**src/out_cfg_defs.svh**
```systemverilog
`ifndef OUT_CFG_DEFS_SVH
`define OUT_CFG_DEFS_SVH

// register offsets (byte addresses on the configuration port)
`define OFS_PAGE_RESET 8'h00
`define OFS_BAND_SEL 8'h42
`define OFS_ENC_SEL 8'h43
`define OFS_GAIN 8'h44
`define OFS_ENC_EN 8'h4B
`define OFS_BAND_EN 8'h4E
`define OFS_GAIN_EN 8'h52

// field positions
`define BIT_PAGE_RESET 0
`define BIT_ENC_SEL 0
`define BIT_ENC_EN 5
`define BIT_BAND_EN 7
`define BIT_GAIN_EN 0

// writable-bit masks
`define MSK_PAGE_RESET 8'h01
`define MSK_BAND_SEL 8'h07
`define MSK_ENC_SEL 8'h01
`define MSK_GAIN 8'hFF
`define MSK_ENC_EN 8'h20
`define MSK_BAND_EN 8'h80
`define MSK_GAIN_EN 8'h01

`define REG_RESET 8'h00
`define GAIN_UNITY 7'h20

`endif

```
**src/out_cfg_pkg.sv**
```systemverilog
package out_cfg_pkg;

   typedef enum logic [1:0] {
      ZONE_FIRST = 2'b00,
      ZONE_SECOND = 2'b01,
      ZONE_THIRD = 2'b10,
      ZONE_NONE = 2'b11
   } band_zone_t;

   typedef enum logic [0:0] {
      ENC_TWOS = 1'b0,
      ENC_OFFSET = 1'b1
   } sample_enc_t;

   typedef struct packed {
      band_zone_t zone;
      logic zone_valid;
      sample_enc_t encoding;
      logic gain_on;
      logic [6:0] gain_code;
   } active_cfg_t;

endpackage

```
**src/output_config_registers.sv**
```systemverilog
// Functional notes
// - band codes 000/001/010 map zones, others unused
// - band select acts only with band enable
// - format bit: 0 twos, 1 offset binary
// - format enable clear forces twos complement
// - 7-bit gain code, dB = 20log(code/32)
// - gain code used only with gain enable
// - settings apply on page reset 0-1-0 pulse
`timescale 1ns/100ps
`default_nettype none
`include "out_cfg_defs.svh"

module output_config_registers
   import out_cfg_pkg::*;
(
   input wire logic i_clk,
   input wire logic i_resetn,
   input wire logic [7:0] i_addr,
   input wire logic [7:0] i_wdata,
   input wire logic i_wr,
   input wire logic i_rd,
   output logic [7:0] o_rdata,
   output active_cfg_t o_cfg,
   output logic o_cfg_applied
);

   // shadow registers as written by software
   logic [7:0] sample_band_select_reg;
   logic [7:0] output_encoding_select_reg;
   logic [7:0] signal_gain_setting_reg;
   logic [7:0] encoding_control_enable_reg;
   logic [7:0] band_enable_reg;
   logic [7:0] gain_enable_reg;
   logic [7:0] page_reset_reg;
   active_cfg_t cfg_next;

   function automatic logic hit(input logic [7:0] ofs);
      hit = i_wr && (i_addr == ofs);
   endfunction

   function automatic band_zone_t decode_zone(input logic [2:0] code);
      unique case (code)
         3'b000: decode_zone = ZONE_FIRST;
         3'b001: decode_zone = ZONE_SECOND;
         3'b010: decode_zone = ZONE_THIRD;
         default: decode_zone = ZONE_NONE;
      endcase
   endfunction

   // only documented writable bits are stored; the rest read zero
   always_ff @(posedge i_clk) begin
      if (!i_resetn)
         sample_band_select_reg <= `REG_RESET;
      else if (hit(`OFS_BAND_SEL))
         sample_band_select_reg <= i_wdata & `MSK_BAND_SEL;
   end

   always_ff @(posedge i_clk) begin
      if (!i_resetn)
         output_encoding_select_reg <= `REG_RESET;
      else if (hit(`OFS_ENC_SEL))
         output_encoding_select_reg <= i_wdata & `MSK_ENC_SEL;
   end

   // bit 7 is kept for read-back only; it never reaches the gain code
   always_ff @(posedge i_clk) begin
      if (!i_resetn)
         signal_gain_setting_reg <= `REG_RESET;
      else if (hit(`OFS_GAIN))
         signal_gain_setting_reg <= i_wdata & `MSK_GAIN;
   end

   always_ff @(posedge i_clk) begin
      if (!i_resetn)
         encoding_control_enable_reg <= `REG_RESET;
      else if (hit(`OFS_ENC_EN))
         encoding_control_enable_reg <= i_wdata & `MSK_ENC_EN;
   end

   always_ff @(posedge i_clk) begin
      if (!i_resetn)
         band_enable_reg <= `REG_RESET;
      else if (hit(`OFS_BAND_EN))
         band_enable_reg <= i_wdata & `MSK_BAND_EN;
   end

   always_ff @(posedge i_clk) begin
      if (!i_resetn)
         gain_enable_reg <= `REG_RESET;
      else if (hit(`OFS_GAIN_EN))
         gain_enable_reg <= i_wdata & `MSK_GAIN_EN;
   end

   always_ff @(posedge i_clk) begin
      if (!i_resetn)
         page_reset_reg <= `REG_RESET;
      else if (hit(`OFS_PAGE_RESET))
         page_reset_reg <= i_wdata & `MSK_PAGE_RESET;
   end

   always_comb begin
      cfg_next.zone_valid = band_enable_reg[`BIT_BAND_EN];
      cfg_next.zone = decode_zone(sample_band_select_reg[2:0]);
      // without enable the block stays at first zone (reset default)
      if (!cfg_next.zone_valid)
         cfg_next.zone = ZONE_FIRST;
      cfg_next.encoding = (encoding_control_enable_reg[`BIT_ENC_EN] &&
                           output_encoding_select_reg[`BIT_ENC_SEL]) ? ENC_OFFSET : ENC_TWOS;
      cfg_next.gain_on = gain_enable_reg[`BIT_GAIN_EN];
      // gain code passes raw; datapath applies 20log(code/32)
      cfg_next.gain_code = cfg_next.gain_on ? signal_gain_setting_reg[6:0] : `GAIN_UNITY;
   end

   // settings reach the datapath only on the falling edge of the
   // page reset bit, so half-written setups are never seen
   always_ff @(posedge i_clk) begin
      if (!i_resetn) begin
         o_cfg <= '{zone: ZONE_FIRST, zone_valid: 1'b0, encoding: ENC_TWOS, gain_on: 1'b0,
                    gain_code: `GAIN_UNITY};
         o_cfg_applied <= 1'b0;
      end else begin
         o_cfg_applied <= 1'b0;
         if (hit(`OFS_PAGE_RESET) && page_reset_reg[`BIT_PAGE_RESET] && !i_wdata[`BIT_PAGE_RESET]) begin
            o_cfg <= cfg_next;
            o_cfg_applied <= 1'b1;
         end
      end
   end

   always_ff @(posedge i_clk) begin
      if (!i_resetn)
         o_rdata <= 8'h00;
      else if (i_rd) begin
         unique case (i_addr)
            `OFS_PAGE_RESET: o_rdata <= page_reset_reg;
            `OFS_BAND_SEL: o_rdata <= sample_band_select_reg;
            `OFS_ENC_SEL: o_rdata <= output_encoding_select_reg;
            `OFS_GAIN: o_rdata <= signal_gain_setting_reg;
            `OFS_ENC_EN: o_rdata <= encoding_control_enable_reg;
            `OFS_BAND_EN: o_rdata <= band_enable_reg;
            `OFS_GAIN_EN: o_rdata <= gain_enable_reg;
            default: o_rdata <= 8'h00;
         endcase
      end else
         o_rdata <= 8'h00;
   end

   // read path: the answer stands only in the cycle after the strobe
   a_read_idle: assert property (@(posedge i_clk) disable iff (!i_resetn)
      !i_rd
      |=> o_rdata == 8'h00)
      else $error("read data not zero without read");
   a_read_page_reset: assert property (@(posedge i_clk) disable iff (!i_resetn)
      i_rd && i_addr == `OFS_PAGE_RESET
      |=> o_rdata == $past(page_reset_reg))
      else $error("page reset read back wrong");
   a_read_band: assert property (@(posedge i_clk) disable iff (!i_resetn)
      i_rd && i_addr == `OFS_BAND_SEL
      |=> o_rdata == $past(sample_band_select_reg))
      else $error("band select read back wrong");
   a_read_format: assert property (@(posedge i_clk) disable iff (!i_resetn)
      i_rd && i_addr == `OFS_ENC_SEL
      |=> o_rdata == $past(output_encoding_select_reg))
      else $error("format select read back wrong");
   a_read_gain: assert property (@(posedge i_clk) disable iff (!i_resetn)
      i_rd && i_addr == `OFS_GAIN
      |=> o_rdata == $past(signal_gain_setting_reg))
      else $error("gain setting read back wrong");
   a_read_format_enable: assert property (@(posedge i_clk) disable iff (!i_resetn)
      i_rd && i_addr == `OFS_ENC_EN
      |=> o_rdata == $past(encoding_control_enable_reg))
      else $error("format enable read back wrong");
   a_read_band_enable: assert property (@(posedge i_clk) disable iff (!i_resetn)
      i_rd && i_addr == `OFS_BAND_EN
      |=> o_rdata == $past(band_enable_reg))
      else $error("band enable read back wrong");
   a_read_gain_enable: assert property (@(posedge i_clk) disable iff (!i_resetn)
      i_rd && i_addr == `OFS_GAIN_EN
      |=> o_rdata == $past(gain_enable_reg))
      else $error("gain enable read back wrong");
   a_read_unmapped: assert property (@(posedge i_clk) disable iff (!i_resetn)
      i_rd && !(i_addr inside {`OFS_PAGE_RESET, `OFS_BAND_SEL, `OFS_ENC_SEL, `OFS_GAIN,
                               `OFS_ENC_EN, `OFS_BAND_EN, `OFS_GAIN_EN})
      |=> o_rdata == 8'h00)
      else $error("unmapped address read not zero");

   // write path: only the writable bits land
   a_write_page_reset: assert property (@(posedge i_clk) disable iff (!i_resetn)
      i_wr && i_addr == `OFS_PAGE_RESET
      |=> page_reset_reg == $past(i_wdata & `MSK_PAGE_RESET))
      else $error("page reset write not stored");
   a_write_band: assert property (@(posedge i_clk) disable iff (!i_resetn)
      i_wr && i_addr == `OFS_BAND_SEL
      |=> sample_band_select_reg == $past(i_wdata & `MSK_BAND_SEL))
      else $error("band select write not stored");
   a_write_format: assert property (@(posedge i_clk) disable iff (!i_resetn)
      i_wr && i_addr == `OFS_ENC_SEL
      |=> output_encoding_select_reg == $past(i_wdata & `MSK_ENC_SEL))
      else $error("format select write not stored");
   a_write_gain: assert property (@(posedge i_clk) disable iff (!i_resetn)
      i_wr && i_addr == `OFS_GAIN
      |=> signal_gain_setting_reg == $past(i_wdata & `MSK_GAIN))
      else $error("gain setting write not stored");
   a_write_format_enable: assert property (@(posedge i_clk) disable iff (!i_resetn)
      i_wr && i_addr == `OFS_ENC_EN
      |=> encoding_control_enable_reg == $past(i_wdata & `MSK_ENC_EN))
      else $error("format enable write not stored");
   a_write_band_enable: assert property (@(posedge i_clk) disable iff (!i_resetn)
      i_wr && i_addr == `OFS_BAND_EN
      |=> band_enable_reg == $past(i_wdata & `MSK_BAND_EN))
      else $error("band enable write not stored");
   a_write_gain_enable: assert property (@(posedge i_clk) disable iff (!i_resetn)
      i_wr && i_addr == `OFS_GAIN_EN
      |=> gain_enable_reg == $past(i_wdata & `MSK_GAIN_EN))
      else $error("gain enable write not stored");

   // applied settings, held against the shadows as they stood one cycle back
   a_format_forced: assert property (@(posedge i_clk) disable iff (!i_resetn)
      o_cfg_applied && !$past(encoding_control_enable_reg[`BIT_ENC_EN])
      |-> o_cfg.encoding == ENC_TWOS)
      else $error("encoding not twos with format enable clear");
   a_format_select: assert property (@(posedge i_clk) disable iff (!i_resetn)
      o_cfg_applied
      |-> o_cfg.encoding == sample_enc_t'($past(encoding_control_enable_reg[`BIT_ENC_EN]
                                               & output_encoding_select_reg[`BIT_ENC_SEL])))
      else $error("encoding does not follow select");
   a_format_offset: assert property (@(posedge i_clk) disable iff (!i_resetn)
      o_cfg_applied && $past(encoding_control_enable_reg[`BIT_ENC_EN])
         && $past(output_encoding_select_reg[`BIT_ENC_SEL])
      |-> o_cfg.encoding == ENC_OFFSET)
      else $error("offset binary not selected");
   a_zone_gate: assert property (@(posedge i_clk) disable iff (!i_resetn)
      o_cfg_applied
      |-> o_cfg.zone_valid == $past(band_enable_reg[`BIT_BAND_EN]))
      else $error("zone enable not applied");
   a_zone_first: assert property (@(posedge i_clk) disable iff (!i_resetn)
      o_cfg_applied && o_cfg.zone_valid && $past(sample_band_select_reg[2:0]) == 3'h0
      |-> o_cfg.zone == ZONE_FIRST)
      else $error("zone code 000 not first zone");
   a_zone_second: assert property (@(posedge i_clk) disable iff (!i_resetn)
      o_cfg_applied && o_cfg.zone_valid && $past(sample_band_select_reg[2:0]) == 3'h1
      |-> o_cfg.zone == ZONE_SECOND)
      else $error("zone code 001 not second zone");
   a_zone_decode: assert property (@(posedge i_clk) disable iff (!i_resetn)
      o_cfg_applied && o_cfg.zone_valid && $past(sample_band_select_reg[2:0]) == 3'h2
      |-> o_cfg.zone == ZONE_THIRD)
      else $error("zone code 010 not third zone");
   a_zone_unused: assert property (@(posedge i_clk) disable iff (!i_resetn)
      o_cfg_applied && o_cfg.zone_valid && $past(sample_band_select_reg[2:0]) > 3'h2
      |-> o_cfg.zone == ZONE_NONE)
      else $error("unused zone code accepted");
   a_zone_disabled: assert property (@(posedge i_clk) disable iff (!i_resetn)
      o_cfg_applied && !o_cfg.zone_valid
      |-> o_cfg.zone == ZONE_FIRST)
      else $error("zone moved while selection disabled");
   a_gain_enable: assert property (@(posedge i_clk) disable iff (!i_resetn)
      o_cfg_applied
      |-> o_cfg.gain_on == $past(gain_enable_reg[`BIT_GAIN_EN]))
      else $error("gain enable not applied");
   a_gain_gate: assert property (@(posedge i_clk) disable iff (!i_resetn)
      o_cfg_applied && !o_cfg.gain_on
      |-> o_cfg.gain_code == `GAIN_UNITY)
      else $error("gain applied while disabled");
   a_gain_code: assert property (@(posedge i_clk) disable iff (!i_resetn)
      o_cfg_applied && o_cfg.gain_on
      |-> o_cfg.gain_code == $past(signal_gain_setting_reg[6:0]))
      else $error("gain code mismatch");
   a_cfg_hold: assert property (@(posedge i_clk) disable iff (!i_resetn)
      !o_cfg_applied ##1 !o_cfg_applied
      |-> $stable(o_cfg))
      else $error("config changed without page reset pulse");
   a_apply_cause: assert property (@(posedge i_clk) disable iff (!i_resetn)
      o_cfg_applied
      |-> $past(i_wr && i_addr == `OFS_PAGE_RESET) && $past(page_reset_reg[`BIT_PAGE_RESET])
         && !page_reset_reg[`BIT_PAGE_RESET])
      else $error("apply without 1 to 0 page reset");
   a_apply_on_fall: assert property (@(posedge i_clk) disable iff (!i_resetn)
      i_wr && i_addr == `OFS_PAGE_RESET && page_reset_reg[`BIT_PAGE_RESET]
         && !i_wdata[`BIT_PAGE_RESET]
      |=> o_cfg_applied)
      else $error("page reset fall did not apply settings");
   a_apply_needs_one: assert property (@(posedge i_clk) disable iff (!i_resetn)
      i_wr && i_addr == `OFS_PAGE_RESET && !page_reset_reg[`BIT_PAGE_RESET]
      |=> !o_cfg_applied)
      else $error("apply without a stored page reset");
   a_unused_zero: assert property (@(posedge i_clk) disable iff (!i_resetn)
      sample_band_select_reg[7:3] == 5'h00
         && encoding_control_enable_reg[4:0] == 5'h00)
      else $error("reserved bit stored");
   a_reserved_rest: assert property (@(posedge i_clk) disable iff (!i_resetn)
      output_encoding_select_reg[7:1] == 7'h00 && band_enable_reg[6:0] == 7'h00
         && gain_enable_reg[7:1] == 7'h00 && page_reset_reg[7:1] == 7'h00
         && encoding_control_enable_reg[7:6] == 2'h0)
      else $error("reserved enable bit stored");

   // main scenarios
   c_apply: cover property (@(posedge i_clk) disable iff (!i_resetn) o_cfg_applied);
   c_offset: cover property (@(posedge i_clk) disable iff (!i_resetn)
      o_cfg_applied && o_cfg.encoding == ENC_OFFSET);
   c_gain: cover property (@(posedge i_clk) disable iff (!i_resetn) o_cfg_applied && o_cfg.gain_on);
   c_zone2: cover property (@(posedge i_clk) disable iff (!i_resetn)
      o_cfg_applied && o_cfg.zone == ZONE_SECOND);
   c_zone_none: cover property (@(posedge i_clk) disable iff (!i_resetn)
      o_cfg_applied && o_cfg.zone == ZONE_NONE);

endmodule
`default_nettype wire

```
**config.mk**
```make
export PLATFORM = sky130hd
export DESIGN_NAME = output_config_registers
export DESIGN_NICKNAME = d
export VERILOG_FILES = /design/src/out_cfg_pkg.sv /design/src/output_config_registers.sv
export VERILOG_INCLUDE_DIRS = /design/src
export SDC_FILE = /design/constraint.sdc
export NUM_CORES = 1
export LEC_CHECK = 0
export BUFFER_PORTS_ARGS = -buffer_cell sky130_fd_sc_hd__buf_2
export CAP_MARGIN = 20
export CORE_MARGIN = 3
export CORE_UTILIZATION = 52
export CTS_CLUSTER_DIAMETER = 40
export DETAILED_ROUTE_END_ITERATION = 12
export HOLD_SLACK_MARGIN = 0.05
export MAX_ROUTING_LAYER = met4
export PLACE_DENSITY_LB_ADDON = 0.05
export SLEW_MARGIN = 20
export SYNTH_ARGS = -nofsm -noshare
export SYNTH_HDL_FRONTEND = slang
export SYNTH_SLANG_ARGS = --single-unit
```
**constraint.sdc**
```tcl
create_clock -name i_clk -period 2.6 [get_ports i_clk]
set_input_delay 0.39 -clock i_clk [delete_from_list [all_inputs] [get_ports i_clk]]
set_output_delay 0.39 -clock i_clk [all_outputs]
set_load 0.01 [all_outputs]
```
* Word-level counts from Yosys, hierarchy flattened
Cells that the tools add are included. W data, S select, Z words.
Cells by class: $add $sub $neg 0, multiply operators 0, divide/modulo/power cells 0, magnitude comparators 0, equal/unequal tests 8, shift-type cells 0, muxes and demuxes 6, bitwise gates (word level) 0, reduce and logical (&&, ||, !) cells 14
Operator list (number):
- $pmux W8 S7 | 1
- $eq A8 B7 Y1 const B | 6
- $logic_and A1 B1 Y1 | 10
- $logic_not A8 Y1 | 1
- $mux W7 | 1
- $pmux W2 S3 | 1
- $eq A3 B1 Y1 const B | 1
- $eq A3 B2 Y1 const B | 1
- $logic_not A3 Y1 | 1
- $mux W1 | 2
- $mux W2 | 1
- $reduce_and A2 Y1 | 1
- $logic_not A1 Y1 | 1
Word-level totals: flip-flop bits (word level) 37, latch bits 0, bits in writable memories 0, bits in read-only memories 0, input bits 20, output and inout bits 21, logic and storage cells 42, memories 0

* Longest topological paths before layout
Gate-level depths: netlist of run 1.
depth in word-level cells 5, mapped depth 7, gate-level depth less buffers 4

* Least setup slack after synthesis of run 1
OpenSTA, ideal clock, no wires.
path kind input port to flip-flop, start input port i_addr[4], end register signal_gain_setting_reg[0], library setup time 0.116 ns, arrival time 1.939 ns, data required time 2.484 ns, setup slack 0.545 ns, cell stages on the path 7, buffers on the path 3, cell sequence buf_6 -> or4_4 -> buf_6 -> or4b_4 -> buf_6 -> mux2i_1 -> nor2b_1
Between the ends: longest elaborated chain between the ends 2
Ends and longest elaborated chain:
- start: declaration | RTL line output_config_registers.sv:18 | input wire logic [7:0] i_addr,
- $eq A8 B7 Y1 | RTL line output_config_registers.sv:38 | hit = i_wr && (i_addr == ofs);
- $logic_and A1 B1 Y1 | RTL line output_config_registers.sv:38
- end signal: assignment | RTL line output_config_registers.sv:68 | signal_gain_setting_reg <= `REG_RESET;
- end signal: assignment | RTL line output_config_registers.sv:70 | signal_gain_setting_reg <= i_wdata & `MSK_GAIN;
- end: declaration | RTL line output_config_registers.sv:30 | logic [7:0] signal_gain_setting_reg;
No other way between the ends. A chain may end at the register's enable or synchronous reset.

* Worst setup path in the final report of run 1
start input port i_addr[1], end register signal_gain_setting_reg[0]
Same word-level chain as after synthesis.

==> impl_metrics.csv, run 1 <==
group,metric,value,unit
route,first_pass_iters,4,
final_layout,drive_gt1_share,26.61,%
sta,finalClockSkew,12.27,ps
route,viasPerCell,5.573,
place,place_ws,510.9,ps
final_layout,area_growth,15.14,%
route,drt_iter0_drc,100,
yosys,yosys.cell_types.count,37,
cts,cts.sinks,37,
sta,min_period,1714,ps
yosys,ys_async_sr_fraction,0,%
worst_setup_path,r2r_setup_slack,900,ps
sta,relSlewSlack,55.42,%
sta,worstMarginPinSlew,668.7,ps
cts,cts_tree,"yes",
sta,timing.final.ws_setup,886.1,ps
die,initial_core_util,57.55,%
cts,clock_tree.root_cell,"clkbuf_4",
die,io_pins,41,
power_and_ir_drop,p_per_area,519.7,mW/mm2
yosys,synth_edf_count,0,
hold_path,holdPathStages,3,
final_layout,largest_reg_flops,12,
cts,clockBufferDepth,2,
hold_path,whs_endpoint,"signal_gain_setting_reg[6]$_SDFFE_PN0P_",
final_layout,diodes,0,
power_and_ir_drop,peakVddDrop,0.4164,mV
cts,cts_setup_buffers,0,
route,ant_nets,0,
yosys,synth.cell_area,0.001669,mm2
power_and_ir_drop,power.leakage,0.7478,nW
sta,holdWs,264.6,ps
yosys,synth_flop_cell,"dfxtp_1",
yosys,ys_ff_latch,37,
worst_setup_path,crit_type,"input port to flip-flop",
sta,hold_violations,0,
route,vias,1449,
yosys,seq_area_frac_synth,44.38,%
sta,max_freq,583.5,MHz
outcome,status,"complete, no violations",
worst_setup_path,startpoint,"i_addr[1]",
final_layout,num-fill-cells,265,
place,port_buffers,40,
yosys,ys_warn_count,0,
worst_setup_path,worst_ep_arrival_time,1960,ps
cts,clock_latency,350,ps
final_layout,mostFrequentLayoutCells,"buf_2, dfxtp_1, nand2_1, nand3_1, nand4_1",
yosys,yosysTopAreaCell,"dfxtp_1",
power_and_ir_drop,power,0.9987,mW
cts,path_clk_slew,130,ps
final_layout,fin_nets,237,
worst_setup_path,start_kind,"input port",
place,gp_congestion,0.7921,
route,wl_per_cell,14.35,um
global_route,grt_usage,20.94,%
global_route,grt_pass1_wl,6.410,mm
worst_setup_path,reg2reg_depth,4,
yosys,syn_area_per_cell,9.022,um2
route,drc,0,
die,die_w,62.66,um
die,chipHeight,62.66,um
sta,rsz0062_at_grt,"no",
die,rows,19,
yosys,synth_nets,205,
sta,final_max_slew_viol_count,0,
job,maxCapViolations,0,
worst_setup_path,crit_path_end_kind,"flip-flop",
global_route,gr-total-overflow,0,
final_layout,stdcell_count,260,
hold_path,hold_start,"i_wdata[6]",
worst_setup_path,crit_fanout,8,
worst_setup_path,r2r_end,"o_rdata[0]$_SDFF_PN0_",
global_route,grt_pass1_vias,1350,
global_route,antenna_found_initial,0,
route,drt_wl_total,3.731,mm
place,dp_cells,252,
die,core,0.002900,mm2
sta,setup_tns,0,ps
sta,fin_crit_sh,65.92,%
worst_setup_path,timing.rr.start,"page_reset_reg[0]$_SDFFE_PN0P_",
die,dieArea,0.003926,mm2
yosys,netlist.area_leader.share,44.38,%
yosys,syn_inst,185,
cts,cts_hold_buf,0,
yosys,yosys-top-cells-area,"dfxtp_1, nand2_1, mux2i_1",
place,place_hpwl,2.698,mm
cts,numCtsBuffers,5,
hold_path,hold_path.class,"input port to flip-flop",
sta,finalSetupViolCount,0,
worst_setup_path,cp.required,2850,ps
global_route,grt_start_max_net_pins,47,
cts,cts_resized,0,
final_layout,final_common_cell,"buf_2",
cts,htreeDepth,2,
[cell type report]
| cell class | count | area [um2] | share of cell area [%] |
|---|---|---|---|
| sequential | 37 | 740.7 | 38.54 |
| tap | 42 | 52.55 | 2.734 |
| timing repair buffer | 42 | 215.2 | 11.20 |
| multi-input combinational | 129 | 832.0 | 43.29 |
| clock inverter | 1 | 8.758 | 0.4557 |
| inverter | 2 | 7.507 | 0.3906 |
| clock buffer | 7 | 65.06 | 3.385 |
[power breakdown]
part | switching, mW | internal, mW
clock network | 0.206 | 0.162
registers | 0.000325 | 0.567
logic | 0.0411 | 0.0222
total | 0.248 | 0.751
[cell families after synthesis]
logic type	after synthesis	share of synthesized area, %
and+or+nand+nor	89	31.41
DFF	37	44.38
AOI/OAI and AO/OA	29	11.84
buffers and inverters	19	5.772
muxes	10	6.072
xor gates and xnor gates	1	0.5248
[cells in the mapped netlist (2+ instances only)]
master,number
a32oi_1,2
buf_6,3
a21boi_1,3
nor2_1,4
nor3b_1,3
mux2i_1,9
nor2b_1,7
a21boi_0,4
nor3_1,4
o21ai_0,11
dfxtp_1,37
inv_1,2
and2_1,3
or4b_4,2
clkbuf_1,12
nor4_4,2
nand3_1,13
o2111ai_1,2
nand2_1,29
and3_1,2
buf_2,2
a211oi_1,3
nand4_1,12
[worst max path at each step]
| stage | to | slack (ps) | depth (start not counted) |
|---|---|---|---|
| final | signal_gain_setting_reg[0]$_SDFFE_PN0P_ | 890 | 5 |
| after global routing | o_rdata[0]$_SDFF_PN0_ | 730 | 4 |
| after CTS | o_rdata[5]$_SDFF_PN0_ | 890 | 6 |
| after detailed placement | o_rdata[5]$_SDFF_PN0_ | 510 | 6 |
| after global placement | o_rdata[3]$_SDFF_PN0_ | 560 | 6 |
| after floorplan | signal_gain_setting_reg[0]$_SDFFE_PN0P_ | 550 | 7 |
[critical path, cell delays in order]
cell and delay [ps]:
buf_2 120, or4_4 600, or4b_4 610, mux2i_1 180
nor2b_1 60
[per-stage QoR]
stage	instance area, um2	util [%]
finish	1922	66.26
detailed placement	1848	63.72
global route	1922	66.26
global placement	1848	63.72
CTS	1922	66.26
floorplan	1669	-
[routing by layer]
layer	vias to the layer above	share of wire [%]	track usage, %
li1	733	-	-
met1	656	48	28.49
met2	55	44	29.43
met3	5	7.5	7.014
met4	0	1.2	6.061
met5	-	0	-
Power figures use the tool's default switching activity.
==> run 2: changes to the inputs <==
--- a/config.mk
+++ b/config.mk
@@ -9,7 +9,7 @@
 export BUFFER_PORTS_ARGS = -buffer_cell sky130_fd_sc_hd__buf_2
 export CAP_MARGIN = 20
 export CORE_MARGIN = 3
-export CORE_UTILIZATION = 52
+export CORE_UTILIZATION = 47
 export CTS_CLUSTER_DIAMETER = 40
 export DETAILED_ROUTE_END_ITERATION = 12
 export HOLD_SLACK_MARGIN = 0.05
==> constraint.sdc (replaced) <==
create_clock -name i_clk -period 1.5 [get_ports i_clk]
set_input_delay 0.225 -clock i_clk [delete_from_list [all_inputs] [get_ports i_clk]]
set_output_delay 0.225 -clock i_clk [all_outputs]
set_load 0.01 [all_outputs]
==> run 2 against run 1 <==
Compared with the run above:
- the flow now finishes with violations (setup timing)
- critical endpoint is now o_cfg[1]$_SDFFE_PN0P_
- die area increased by 9.6%
- cell count increased by 11%
- clock power increased by 90%
- sequential cell count did not move
- routed wire length rose by 13%
- clock skew down 11 ps
- via count up 8.8%
- sequential power grew 73%
- hold slack worse by 150 ps
- register-to-register slack got worse by 870 ps
==> impl_metrics.csv, run 2 (synthesis gave the netlist of run 1 again) <==
group,metric,value,unit
outcome,status,"finished with violations",
outcome,violations,"setup timing",
route,drt_iter0_drc,78,
global_route,grt_pass1_wl,6.734,mm
sta,worstMarginPinSlew,487.7,ps
route,wl_per_cell,14.68,um
sta,finalClockSkew,1.326,ps
final_layout,final_area,0.002250,mm2
global_route,gr-total-overflow,0,
place,place_ws,-325.0,ps
route,wl_met2,1.979,mm
place,port_buffers,40,
sta,relSlewSlack,67.04,%
final_layout,area_growth,34.78,%
place,gp_congestion,0.8212,
route,drc,0,
die,core,0.003390,mm2
cts,cts_hold_buf,0,
sta,final_max_slew_viol_count,0,
final_layout,largest_reg_flops,12,
die,die_w,65.59,um
final_layout,fin_nets,261,
place,dp_cells,275,
sta,setup_tns,-11.95,ps
route,first_pass_iters,4,
power_and_ir_drop,power.leakage,0.9038,nW
route,top_layer,"met4",
power_and_ir_drop,p_per_area,816.5,mW/mm2
route,drt-met1-wl,1.847,mm
hold_path,hold_path.class,"input port to flip-flop",
cts,cts_tree,"yes",
die,initial_core_util,49.24,%
cts,numCtsBuffers,5,
place,place_hpwl,2.895,mm
cts,path_clk_slew,110,ps
global_route,grt_usage,20.96,%
power_and_ir_drop,peakVddDrop,0.4954,mV
final_layout,drive_gt1_share,36.36,%
route,viasPerCell,5.476,
hold_path,hold_start,"i_wdata[4]",
final_layout,mostFrequentLayoutCells,"buf_2, dfxtp_1, nand2_1, buf_4, nand3_1",
worst_setup_path,cp.required,1790,ps
die,io_pins,41,
final_layout,stdcell_count,288,
final_layout,diodes,0,
cts,htreeDepth,2,
sta,min_period,1512,ps
job,maxCapViolations,0,
sta,max_freq,661.4,MHz
worst_setup_path,timing.rr.start,"page_reset_reg[0]$_SDFFE_PN0P_",
global_route,grt_pass1_vias,1434,
worst_setup_path,worst_ep_arrival_time,1800,ps
sta,hold_violations,0,
worst_setup_path,crit_path_end_kind,"flip-flop",
die,rows,21,
cts,cts.sinks,37,
global_route,antenna_found_initial,0,
worst_setup_path,crit_type,"input port to flip-flop",
sta,timing.final.ws_setup,-11.95,ps
worst_setup_path,crit_fanout,6,
die,chipHeight,65.59,um
sta,holdWs,116.7,ps
worst_setup_path,start_kind,"input port",
final_layout,final_common_cell,"buf_2",
worst_setup_path,startpoint,"i_addr[4]",
final_layout,fin_util,66.37,%
power_and_ir_drop,power,1.837,mW
route,drt_wl_total,4.227,mm
route,ant_nets,0,
route,vias,1577,
place,place_area,0.002027,mm2
sta,finalSetupViolCount,1,
die,dieArea,0.004302,mm2
sta,fin_crit_sh,100.8,%
sta,rsz0062_at_grt,"yes",
global_route,grt_start_max_net_pins,29,
route,wl_met3,355,um
cts,clock_tree.root_cell,"clkbuf_4",
cts,clock_latency,340,ps
cts,clockBufferDepth,2,
-- run 2: layout make-up --
cell class | instances | area [um2]
flip-flops and latches | 37 | 742.0
repair buffers | 66 | 480.5
clock buffers | 6 | 41.29
well taps | 46 | 57.56
fillers | 276 | 1140
multi-input cells | 129 | 882.1
clock inverters | 2 | 38.79
inverters | 2 | 7.507
-- run 2: path summary, 6_finish.rpt --
check,end,slack (ps),cells past startpoint
setup / recovery,o_cfg[1]$_SDFFE_PN0P_,-10,8
hold / removal,signal_gain_setting_reg[4]$_SDFFE_PN0P_,120,3
setup reg to reg,o_rdata[0]$_SDFF_PN0_,30,4
hold reg to reg,o_cfg[10]$_SDFFE_PN0P_,460,2
-- run 2: what timing repair did --
item / 4_1_cts / 5_1_grt
cloned: 0 / 3
endpoints found under the setup margin: 1 / 15
setup buffers: 0 / 2
gates resized for setup: 2 / 19
pin swaps: 0 / 5
-- run 2: worst max-delay path, stage by stage --
cell and delay (ps):
buf_6 90, or4_4 550, buf_8 150, nor4_4 250, buf_6 170, clkbuf_16 150, nand4_1 100, o21ai_1 100
-- run 2: power by group --
| part | switching (mW) | internal (mW) |
|---|---|---|
| logic | 0.0828 | 0.0719 |
| clock network | 0.344 | 0.355 |
| registers | 0.000592 | 0.983 |
| total | 0.428 | 1.41 |
-- run 2: metal layers --
layer / vias to the layer above / global-route usage, %
met5: - / -
met4: 0 / 7.513
met3: 4 / 5.299
met2: 67 / 30.09
met1: 729 / 28.53
li1: 777 / -
==> run 3: changes to the inputs <==
--- a/config.mk
+++ b/config.mk
@@ -9,7 +9,8 @@
 export BUFFER_PORTS_ARGS = -buffer_cell sky130_fd_sc_hd__buf_2
 export CAP_MARGIN = 20
 export CORE_MARGIN = 3
-export CORE_UTILIZATION = 47
+export CORE_UTILIZATION = 49
+export CTS_BUF_LIST = sky130_fd_sc_hd__clkbuf_4 sky130_fd_sc_hd__clkbuf_8
 export CTS_CLUSTER_DIAMETER = 40
 export DETAILED_ROUTE_END_ITERATION = 12
 export HOLD_SLACK_MARGIN = 0.05
==> run 3 against run 2 <==
Compared with the run above:
- register-to-register slack better by 90 ps
- setup slack better by 5.8 ps
- sequential power hardly changed
- fmax is 0.39% higher
- count of clock-buffer cells in the layout shrank 1
- via count down 2.3%
- design area shrank 3.3%
- sequential cell count unchanged
- highest routed layer unchanged
- largest power group unchanged
- clock skew is 12 ps higher
- utilization increased by 2.6 points
- routed wire length decreased by 0.99%
- the flow still finishes with violations (setup timing)
==> impl_metrics.csv, run 3 (synthesis gave the netlist of run 1 again) <==
group,metric,value,unit
worst_setup_path,worst_ep_arrival_time,1770,ps
route,drc,0,
cts,path_clk_slew,110,ps
final_layout,diodes,0,
sta,worstMarginPinSlew,395.5,ps
hold_path,holdPathStages,3,
route,vias,1540,
final_layout,fin_util,68.97,%
global_route,gr-total-overflow,0,
sta,hold_violations,0,
global_route,grt_usage,21.81,%
die,initial_core_util,52.94,%
sta,fin_crit_sh,100.4,%
worst_setup_path,crit_path_end_kind,"flip-flop",
worst_setup_path,crit_top_cell,"buf_6",
final_layout,multi_input_area,859.6,um2
route,ant_nets,0,
worst_setup_path,path_cells,"buf_6 > or4_4 > buf_6 > nor4_4 > buf_6 > clkbuf_16 > nor3b_1 > a41oi_1",
final_layout,drive_gt1_share,34.44,%
cts,htreeDepth,2,
worst_setup_path,critical_path_cell_count,8,
global_route,grt_pass1_vias,1462,
die,core,0.003153,mm2
final_layout,final_area,0.002175,mm2
sta,finalSetupViolCount,1,
worst_setup_path,crit_type,"input port to flip-flop",
cts,numCtsBuffers,5,
final_layout,final_common_cell,"buf_2",
cts,clock_latency,350,ps
sta,timing.final.ws_setup,-6.115,ps
worst_setup_path,cp_num_buf_inv,4,
final_layout,num-fill-cells,287,
die,rows,20,
outcome,violations,"setup timing",
sta,min_period,1506,ps
worst_setup_path,critPathSlowestCell,"or4_4",
route,drt_wl_total,4.185,mm
place,place_area,0.002012,mm2
outcome,status,"finished with violations",
cts,clock_tree.root_cell,"clkbuf_4",
worst_setup_path,slowest_delay,540,ps
sta,relSlewSlack,73.27,%
route,drt_iter0_drc,126,
worst_setup_path,reg2reg_depth,4,
sta,rsz0062_at_grt,"yes",
die,chipHeight,64.37,um
place,place_ws,-348.9,ps
route,viasPerCell,5.404,
power_and_ir_drop,peakVddDrop,0.6707,mV
job,maxCapViolations,0,
sta,final_max_slew_viol_count,0,
global_route,antenna_found_initial,0,
final_layout,area_growth,30.29,%
cts,cts_tree,"yes",
sta,finalClockSkew,13.33,ps
worst_setup_path,critPathTopFamily,"simple AND/OR/NAND/NOR gates",
die,io_pins,41,
power_and_ir_drop,p_per_area,757.6,mW/mm2
worst_setup_path,crit_fanout,6,
place,place_hpwl,2.997,mm
hold_path,hold_path.class,"input port to flip-flop",
power_and_ir_drop,power.leakage,0.8830,nW
final_layout,largest_reg_flops,12,
route,wl_per_cell,14.68,um
final_layout,mostFrequentLayoutCells,"buf_2, dfxtp_1, nand2_1, buf_4, nand3_1",
worst_setup_path,cp.required,1770,ps
global_route,grt_pass1_wl,6.844,mm
place,gp_congestion,0.7839,
cts,clockBufferDepth,2,
cts,cts_hold_buf,0,
die,dieArea,0.004143,mm2
sta,max_freq,664.0,MHz
final_layout,ff_latch_area,740.7,um2
worst_setup_path,r2r_setup_slack,120,ps
place,port_buffers,40,
die,die_w,64.37,um
worst_setup_path,start_kind,"input port",
global_route,grt_start_max_net_pins,25,
route,first_pass_iters,4,
cts,cts.sinks,37,
final_layout,fin_nets,260,
==> run 3: cell count changes in the layout (fill, tap and decap cells not counted), sizes merged <==
cell | before | now
clkbuf | 8 | 7
clkinvlp | 0 | 1
clkinv | 1 | 2
bufinv | 1 | 0
buf | 64 | 63
==> run 3: stage by stage <==
step,hold WS [ps],setup TNS (ps),instances,power [mW]
detailed placement,445.8,-9208,273,1.145
global route,123.4,-162.7,285,1.727
CTS,106.5,0,281,1.657
floorplan,363.8,-6377,185,1.080
global placement,444.6,-8213,273,1.141
finish,123.4,-6.115,285,1.648
==> run 3: worst min-delay path: cells and delay by family <==
family	cells	cell delay (ps)
compound gates	1	50
buf+inv	1	100
simple gates	1	50
==> run 3: area by class of cell <==
type	instances	area share (%)
clock buffers	5	1.726
clock inverters	3	0.8055
inverters	2	0.3452
multi-input cells	129	39.53
flip-flops and latches	37	34.06
well taps	44	2.532
repair buffers	65	21.00
==> run 3: layer usage <==
metal / routed length (um) / GRT usage, %
met3: 271 / 4.921
met2: 2006 / 33.51
met5: 0 / -
met4: 43 / 7.124
met1: 1864 / 28.46
==> run 3: worst paths after layout <==
check	startpoint	to
worst max-delay path	i_addr[4]	o_cfg[5]$_SDFFE_PN1P_
worst min register to register	o_cfg[4]$_SDFFE_PN0P_	o_cfg[4]$_SDFFE_PN0P_
worst min-delay path	i_wdata[4]	signal_gain_setting_reg[4]$_SDFFE_PN0P_
worst max register to register	page_reset_reg[0]$_SDFFE_PN0P_	o_rdata[0]$_SDFF_PN0_
==> run 3: timing repair <==
item,CTS,global route
pin swaps,1,4
setup buffers,0,1
gates resized for setup,4,16
endpoints found under the setup margin,1,19
gates cloned,0,3
endpoints found under the hold margin,0,0
==> run 3: power breakdown <==
group	internal, mW	switching [mW]	leakage, nW
Sequential	0.983	0.000574	0.298
Clock	0.177	0.339	0.0310
Combinational	0.0672	0.0819	0.554
